## config.mk

```make
export PLATFORM = sky130hd
export DESIGN_NAME = lstc_top
export DESIGN_NICKNAME = d
export VERILOG_FILES = /design/src/common/lstc_pkg.sv /design/src/rtl/lstc_down_cnt.sv /design/src/rtl/lstc_tick.sv /design/src/rtl/lstc_top.sv
export SDC_FILE = /design/constraint.sdc
export NUM_CORES = 1
export LEC_CHECK = 0
export BUFFER_PORTS_ARGS = -buffer_cell sky130_fd_sc_hd__buf_2
export CAP_MARGIN = 30
export CORE_MARGIN = 5
export CORE_UTILIZATION = 59
export CTS_BUF_LIST = sky130_fd_sc_hd__clkbuf_4 sky130_fd_sc_hd__clkbuf_8 sky130_fd_sc_hd__clkbuf_16
export DETAILED_ROUTE_END_ITERATION = 8
export GPL_ROUTABILITY_DRIVEN = 0
export PLACE_DENSITY = 0.81
export SLEW_MARGIN = 10
export SYNTH_ARGS = -nofsm -noshare
export SYNTH_HDL_FRONTEND = slang
export SYNTH_HIERARCHICAL = 1
export SYNTH_SLANG_ARGS = --single-unit
```

## constraint.sdc

```tcl
create_clock -name REF_CLK -period 3.4 [get_ports REF_CLK]
set_clock_uncertainty 0.05 [all_clocks]
set_input_delay 0.51 -clock REF_CLK [delete_from_list [all_inputs] [get_ports REF_CLK]]
set_output_delay 0.51 -clock REF_CLK [all_outputs]
set_load 0.005 [all_outputs]
```

## src/common/lstc_pkg.sv

```systemverilog
/*
  Package for the line start trigger control block: widths, field encodings,
  reset values, timing constants, state enum and the packed config carrier.
  Assumes a single 200 MHz reference clock.
*/
package lstc_pkg;

  // ----------------------------------------
  // Timing
  // ----------------------------------------
  localparam int CLK_PERIOD_PS   = 5000;
  localparam int TICK_NS         = 100;
  localparam int CYC_PER_TICK    = (TICK_NS * 1000) / CLK_PERIOD_PS;
  localparam int TICK_CNT_W      = 8;
  localparam int EXP_CNT_W       = 20;
  localparam int PER_CNT_W       = 24;
  localparam int MIN_LINE_TICKS  = 1;

  // ----------------------------------------
  // Field encodings and resets
  // ----------------------------------------
  localparam logic MODE_OFF       = 1'b0;
  localparam logic MODE_ON        = 1'b1;
  localparam logic ORIGIN_SOFT    = 1'b0;
  localparam logic ORIGIN_HW      = 1'b1;
  localparam logic EXPMODE_TIMED  = 1'b0;
  localparam logic EXPMODE_WIDTH  = 1'b1;
  localparam logic [EXP_CNT_W-1:0] EXP_RST = 20'h003E8;
  localparam logic [PER_CNT_W-1:0] PER_RST = 24'h0003E8;

  // ----------------------------------------
  // Types
  // ----------------------------------------
  typedef enum logic [1:0] {
    LSTC_WAIT     = 2'b00,
    LSTC_EXPOSE   = 2'b01,
    LSTC_RECOVER  = 2'b10
  } lstc_state_e;

  typedef struct packed {
    logic                 line_trigger_mode;
    logic                 line_trigger_origin;
    logic                 exposure_timing_mode;
    logic                 internal_rate_gate;
    logic [EXP_CNT_W-1:0] exposure_duration_us;
    logic [PER_CNT_W-1:0] internal_rate_target;
  } lstc_cfg_s;

endpackage

```

## src/rtl/lstc_down_cnt.sv

```systemverilog
/*
  Tick-driven down counter with load; flags zero.
  Assumes load and tick come from the same clock domain.
*/
`timescale 1ns/1ps
module lstc_down_cnt #(
  parameter int W = 24
) (
  // Clock and control
  input  wire logic         clk,
  input  wire logic         rst_n,
  input  wire logic         ce,
  input  wire logic         load,
  input  wire logic [W-1:0] load_val,
  input  wire logic         tick,
  // Status
  output logic              zero
);

  logic [W-1:0] cnt_ff;
  logic [W-1:0] nxt_cnt;

  // ----------------------------------------
  // Count
  // ----------------------------------------
  always_comb begin
    nxt_cnt = cnt_ff;
    if (load) begin
      nxt_cnt = load_val;
    end else if (tick && cnt_ff != '0) begin
      nxt_cnt = cnt_ff - W'(1);
    end
  end

  always_ff @(posedge clk) begin
    if (!rst_n) begin
      cnt_ff <= '0;
    end else if (ce) begin
      cnt_ff <= nxt_cnt;
    end
  end

  assign zero = (cnt_ff == '0);

endmodule

```

## src/rtl/lstc_tick.sv

```systemverilog
/*
  Time base tick generator: one-cycle pulse every 100 ns.
  Assumes REF_CLK at the rate set in the package.
*/
`timescale 1ns/1ps
module lstc_tick
  import lstc_pkg::*;
#(
  parameter int DIV = CYC_PER_TICK
) (
  // Clock and control
  input  wire logic clk,
  input  wire logic rst_n,
  input  wire logic ce,
  // Tick out
  output logic      tick
);

  logic [TICK_CNT_W-1:0] cnt_ff;
  logic [TICK_CNT_W-1:0] nxt_cnt;
  logic                  tick_ff;
  logic                  nxt_tick;

  // ----------------------------------------
  // Divider
  // ----------------------------------------
  always_comb begin
    nxt_tick = 1'b0;
    nxt_cnt  = cnt_ff + 8'h01;
    if (cnt_ff == TICK_CNT_W'(DIV - 1)) begin
      nxt_cnt  = 8'h00;
      nxt_tick = 1'b1;
    end
  end

  always_ff @(posedge clk) begin
    if (!rst_n) begin
      cnt_ff  <= 8'h00;
      tick_ff <= 1'b0;
    end else if (ce) begin
      cnt_ff  <= nxt_cnt;
      tick_ff <= nxt_tick;
    end
  end

  assign tick = tick_ff & ce;

endmodule

```

## src/rtl/lstc_top.sv

```systemverilog
/*
  Line start trigger control: internal line period timer, software trigger
  command, timed exposure and waiting-for-trigger status.
  Assumes configuration ports are held stable by host logic, synchronous
  to REF_CLK.
*/
`timescale 1ns/1ps

// What this block does
// - Every timing count is unsigned ticks of 100 ns each.
// - Rate gate one in mode Off makes the block generate its own line triggers.
// - Internal lines repeat at one per programmed period count.
// - Rate gate zero stops the internal timer, so mode Off starts no lines; software triggers set rate in mode On.
// - Software trigger while waiting starts a line exposure.
// - Exposure start leaves waiting; waiting returns once ready again.
// - Each accepted software trigger starts exactly one line.
// - Software triggers arriving while busy are dropped, never queued; an internal period elapse is held until waiting.
// - Writing one to the command applies a trigger in mode On with software origin; the command self-clears in every mode.
// - Waiting flag reads one when a trigger can be accepted.
// - Mode Off with rate gate one triggers internally; rate is capped at the maximum.
module lstc_top
  import lstc_pkg::*;
#(
  parameter int EXP_W      = EXP_CNT_W,
  parameter int PER_W      = PER_CNT_W,
  parameter int RECOVER_TK = MIN_LINE_TICKS
) (
  // Clock, reset, enable
  input  wire logic       REF_CLK,
  input  wire logic       RSTN,
  input  wire logic       CE,
  // Configuration
  input  wire lstc_cfg_s  CFG,
  // Software trigger command write
  input  wire logic       SOFT_TRIGGER_WR,
  input  wire logic       SOFT_TRIGGER_DATA,
  // Status
  output logic            SOFT_TRIGGER_COMMAND,
  output logic            AWAITING_TRIGGER_FLAG,
  output logic            LINE_START,
  output logic            EXPOSING,
  output logic            TRIGGER_DROPPED
);

  lstc_state_e        state_ff;
  lstc_state_e        nxt_state;
  logic               cmd_ff;
  logic               nxt_cmd;
  logic               wait_ff;
  logic               nxt_wait;
  logic               start_ff;
  logic               nxt_start;
  logic               expo_ff;
  logic               nxt_expo;
  logic               drop_ff;
  logic               nxt_drop;
  logic [7:0]         rec_ff;
  logic [7:0]         nxt_rec;
  logic               tick;
  logic               exp_zero;
  logic               per_zero;
  logic               per_load;
  logic               exp_load;
  logic               per_due_ff;
  logic               nxt_per_due;
  logic               soft_req;
  logic               int_req;
  logic               req;
  logic               accept;
  logic [PER_W-1:0]   per_val;

  // ----------------------------------------
  // Helpers
  // ----------------------------------------
  function automatic logic [PER_W-1:0] clamp_period(input logic [PER_W-1:0] p);
    if (p < PER_W'(MIN_LINE_TICKS)) begin
      clamp_period = PER_W'(MIN_LINE_TICKS);
    end else begin
      clamp_period = p;
    end
  endfunction

  // ----------------------------------------
  // Time base and counters
  // ----------------------------------------
  lstc_tick u_tick (
    .clk   (REF_CLK),
    .rst_n (RSTN),
    .ce    (CE),
    .tick  (tick)
  );

  lstc_down_cnt #(.W(EXP_W)) u_exp (
    .clk      (REF_CLK),
    .rst_n    (RSTN),
    .ce       (CE),
    .load     (exp_load),
    .load_val (CFG.exposure_duration_us[EXP_W-1:0]),
    .tick     (tick),
    .zero     (exp_zero)
  );

  lstc_down_cnt #(.W(PER_W)) u_per (
    .clk      (REF_CLK),
    .rst_n    (RSTN),
    .ce       (CE),
    .load     (per_load),
    .load_val (per_val),
    .tick     (tick),
    .zero     (per_zero)
  );

  // ----------------------------------------
  // Trigger sources
  // ----------------------------------------
  assign per_val  = clamp_period(CFG.internal_rate_target[PER_W-1:0]);
  assign soft_req = SOFT_TRIGGER_WR && SOFT_TRIGGER_DATA
                    && CFG.line_trigger_mode == MODE_ON
                    && CFG.line_trigger_origin == ORIGIN_SOFT;
  assign int_req  = CFG.line_trigger_mode == MODE_OFF
                    && CFG.internal_rate_gate && per_due_ff;
  assign req      = soft_req | int_req;
  assign accept   = req && state_ff == LSTC_WAIT;
  assign exp_load = accept;
  assign per_load = accept | (per_due_ff & ~int_req) | ~CFG.internal_rate_gate;

  // ----------------------------------------
  // Period elapse latch
  // ----------------------------------------
  always_comb begin
    nxt_per_due = per_due_ff;
    if (accept || !CFG.internal_rate_gate) begin
      nxt_per_due = 1'b0;
    end else if (per_zero && !per_load) begin
      nxt_per_due = 1'b1;
    end
  end

  // ----------------------------------------
  // Line state machine
  // ----------------------------------------
  always_comb begin
    nxt_state = state_ff;
    nxt_rec   = rec_ff;
    nxt_start = 1'b0;
    nxt_drop  = 1'b0;
    nxt_cmd   = cmd_ff;
    unique case (state_ff)
      LSTC_WAIT: begin
        if (accept) begin
          nxt_state = LSTC_EXPOSE;
          nxt_start = 1'b1;
        end
      end
      LSTC_EXPOSE: begin
        if (soft_req) begin
          nxt_drop = 1'b1;
        end
        if (exp_zero && !exp_load) begin
          nxt_state = LSTC_RECOVER;
          nxt_rec   = 8'(RECOVER_TK);
        end
      end
      LSTC_RECOVER: begin
        if (soft_req) begin
          nxt_drop = 1'b1;
        end
        if (rec_ff == 8'h00) begin
          nxt_state = LSTC_WAIT;
        end else if (tick) begin
          nxt_rec = rec_ff - 8'h01;
        end
      end
      default: begin
        nxt_state = LSTC_WAIT;
      end
    endcase
    // Command reads one for the cycle after a write of one, then clears
    if (SOFT_TRIGGER_WR && SOFT_TRIGGER_DATA) begin
      nxt_cmd = 1'b1;
    end else if (cmd_ff) begin
      nxt_cmd = 1'b0;
    end
    nxt_wait = (nxt_state == LSTC_WAIT);
    nxt_expo = (nxt_state == LSTC_EXPOSE);
  end

  always_ff @(posedge REF_CLK) begin
    if (!RSTN) begin
      state_ff   <= LSTC_WAIT;
      rec_ff     <= 8'h00;
      start_ff   <= 1'b0;
      drop_ff    <= 1'b0;
      cmd_ff     <= 1'b0;
      wait_ff    <= 1'b1;
      expo_ff    <= 1'b0;
      per_due_ff <= 1'b0;
    end else if (CE) begin
      state_ff   <= nxt_state;
      rec_ff     <= nxt_rec;
      start_ff   <= nxt_start;
      drop_ff    <= nxt_drop;
      cmd_ff     <= nxt_cmd;
      wait_ff    <= nxt_wait;
      expo_ff    <= nxt_expo;
      per_due_ff <= nxt_per_due;
    end
  end

  // ----------------------------------------
  // Outputs
  // ----------------------------------------
  assign SOFT_TRIGGER_COMMAND  = cmd_ff;
  assign AWAITING_TRIGGER_FLAG = wait_ff;
  assign LINE_START            = start_ff;
  assign EXPOSING              = expo_ff;
  assign TRIGGER_DROPPED       = drop_ff;

endmodule

```

==> out/results.tsv <==
metric	value	unit
Max-slew headroom	48.4	%
synth unique cells	83	
final total power	2040	uW
post-CTS setup buffer count	0	
Peak VDD IR	0.221	mV
drt wl/cell	17.6	um
WS Path Type	reg2reg	
R2R setup slack	480	ps
Clock power frac	35.3	%
number of H-tree levels	3	
cell count after synthesis	597	
TritonCTS Buffers	9	
final setup vio count	0	
CTS Buffer Depth	2	
Comb pwr share	21.7	%
Post-synth EDFFs	0	
All-Layer GR Usage	25.9	%
pin count of the biggest net entering global routing	46	
final cycle utilization of the critical path	85.9	%
status	complete, no violations	
DRT iter0 DRCs	404	
final worst path period need	2920	ps
CP bufs+invs	1	
pre-CTS setup slack	542	ps
CTS tree	built	
Synth Net Count	661	
endpoints failing hold	0	
crit end category	flop	
Post-synth ARST share	0	%
static leakage power	0.00195	uW
final non-filler cell total	725	
post_cts resized	0	
Seq pwr share	43.0	%
Syn Area/Cell	7.77	um2
total of fill cells in the finished design	679	
die height	98.7	um
min-delay worst type	in2reg	
Die ar.	9730	um2
# diodes	0	
Reg clk slew, reported paths	80	ps
FP Rows	32	
pwr dens	401	nW/um2
Reg area	1380	um2
area post-placement	4860	um2
Max Fclk	343	MHz
multi-input combinational cell area	2940	um2
Worst-Skew Late Latency	340	ps
first-pass GRT wire length	21.1	mm
crit-path cells	inv_1, ha_1, a21bo_2, nand2_1, a21o_1, nor2b_1, or3b_2, or4_1, nand3_1	
final routed DRC violation total	0	
Worst path top cell family by delay	simple AND/OR/NAND/NOR gates	
fin nets	682	
min setup slack post-route	481	ps
Psw	627	uW
max incr delay on CP	470	ps
total wire length	12.8	mm
cts hold-fix bufs	0	
mapped cell area	4640	um2
port bufs	56	
sequential-to-total area share from yosys stat	29.8	%
#FFs+latches synth	69	
slowest CP cell	or3b_2	
Top FF cell, synth	dfxtp_1	
DR pass1 iterations	5	
unrepaired setup endpoints after global routing	false	
maxcap violations	0	
Die X	98.7	um
Layout area overhead	9.50	%
I/O Pins	58	
CTS root buffer	clkbuf_8	
Fin Setup TNS	0	ps
crit-path max FO	17	
Tightest Pin Transition	763	ps
P_int	1410	uW
CORE AREA	7690	um2
Starting Density	60.3	%
switch share	30.8	%
total gr overflow	0	
WP data required	3630	ps
layout cells sized above 1	18.8	%
vias in the first global route	4524	
CP arrival	3150	ps
antenna-violating nets left	0	
Critical Path Start Type	flop	
routed vias/inst	6.66	
initial antenna violation count	0	
Synth Warn #	6	
fin area	5080	um2
Inst Count DP	709	
Final Slew Violations	0	
CTS sink cnt	69	
post-DP HPWL	8.97	mm
Via Count	4829	
area by class of cell:
| class | instances | share of cell area (%) |
|---|---|---|
| clock inverter | 3 | 0.838 |
| timing repair buffer | 64 | 6.70 |
| clock buffer | 13 | 3.40 |
| tap | 102 | 2.51 |
| multi-input combinational | 456 | 57.9 |
| sequential | 69 | 27.2 |
| inverter | 18 | 1.43 |
worst paths after layout:
kind / start / endpoint / cells after the start
setup / recovery: state_ff[1] / u_per/cnt_ff[18] / 9
hold / removal: CFG[26] / u_exp/cnt_ff[2] / 2
setup reg to reg: state_ff[1] / u_per/cnt_ff[18] / 9
hold reg to reg: EXPOSING / EXPOSING / 2
power by group through the flow:
stage / logic (uW) / clock network, uW / registers, uW
4_1_cts: 430 / 728 / 876
3_3_place_gp: 413 / 0 / 892
5_1_grt: 481 / 770 / 881
2_1_floorplan: 324 / 0 / 880
3_5_place_dp: 426 / 0 / 894
6_report: 442 / 719 / 878
stage by stage:
step	utilization [%]	hold WS [ps]
after floorplan	-	402
after global placement	63.3	414
after detailed placement	63.3	419
after CTS	66.1	302
after global routing	66.1	315
final	66.1	314
sequential cells by signal, summed over array words and instances (netlist names), 2 cells and up:
signal,cells
u_per/cnt_ff,24
rec_ff,8
state_ff,2
u_exp/cnt_ff,20
u_tick/cnt_ff,8
metal layers:
| layer | global-route usage [%] | vias to the layer above | wire length [um] |
|---|---|---|---|
| met3 | 3.33 | 41 | 1160 |
| li1 | - | 2300 | - |
| met5 | 0 | - | 0 |
| met1 | 32.6 | 2224 | 5050 |
| met2 | 44.1 | 264 | 6190 |
| met4 | 11.6 | 0 | 378 |
synth_stat cells, types with 4 or more instances:
master     n  share of area (%)
nand3_1   24                2.6
nand2b_1   5               0.67
or3_1     14                1.9
o31ai_1   13                2.1
clkbuf_1  44                3.6
a31oi_1    5               0.67
o211ai_1  15                2.4
and3_1     7               0.94
o21ai_0   30                3.2
a32oi_1    4               0.76
nand3b_1   5               0.81
nand2_1   60                4.9
nor2b_1    7               0.94
o21ai_2    6                1.1
nor3_1    18                1.9
nor4_1    24                3.2
o41ai_1    5               0.94
nor2_1    38                3.1
nand4_1    7               0.94
nand4b_1   4               0.76
or4_1     14                2.3
and2_1     5               0.67
ha_1      11                3.0
buf_6      4               0.97
o21a_1    11                1.8
dfxtp_1   69                 30
inv_1     17                1.4
a211oi_1   7                1.1
a311oi_1   7                1.3
a21oi_1   23                2.5
a21boi_0   5               0.81
buf_2      5               0.54
o22ai_1    5               0.67
nor3b_1    4               0.65
a21oi_2    5               0.94
kinds of logic (layout without fill, tap and decap cells):
group	after synthesis	in the layout	share of synthesized area (%)
muxes	3	3	0.674
and+or+nand+nor	258	258	30.9
adders and majority gates	11	11	2.97
xor gates and xnor gates	3	3	0.567
AOI/OAI and AO/OA	181	181	28.4
buffers and inverters	72	98	6.80
DFF	69	69	29.8
cells in the final DEF, fill, tap and decap left out, types with 3 or more instances in the layout:
cell type  instances
buf_4              8
nor3_1            18
nor2b_1            7
a32oi_1            4
a21oi_1           23
inv_1             17
nand4_1            7
nand3b_1           5
o22ai_1            5
a31oi_1            5
nor4_1            24
o21ai_0           30
a21boi_0           5
nand3_1           24
o21ai_1            3
nor2_1            38
o21a_1            11
nand4b_1           4
or4_4              3
dfxtp_1           69
clkbuf_8          12
a21oi_2            5
a32o_1             3
or3_1             14
o211ai_1          15
and2_1             5
nor3b_1            4
ha_1              11
o41ai_1            5
o31ai_1           13
and3_1             7
nand2b_1           5
or4_1             14
a311oi_1           7
a2bb2oi_1          3
nand2_1           60
buf_2             56
o21ai_2            6
a211oi_1           7
Note: power is estimated with default switching activity, not from simulation.
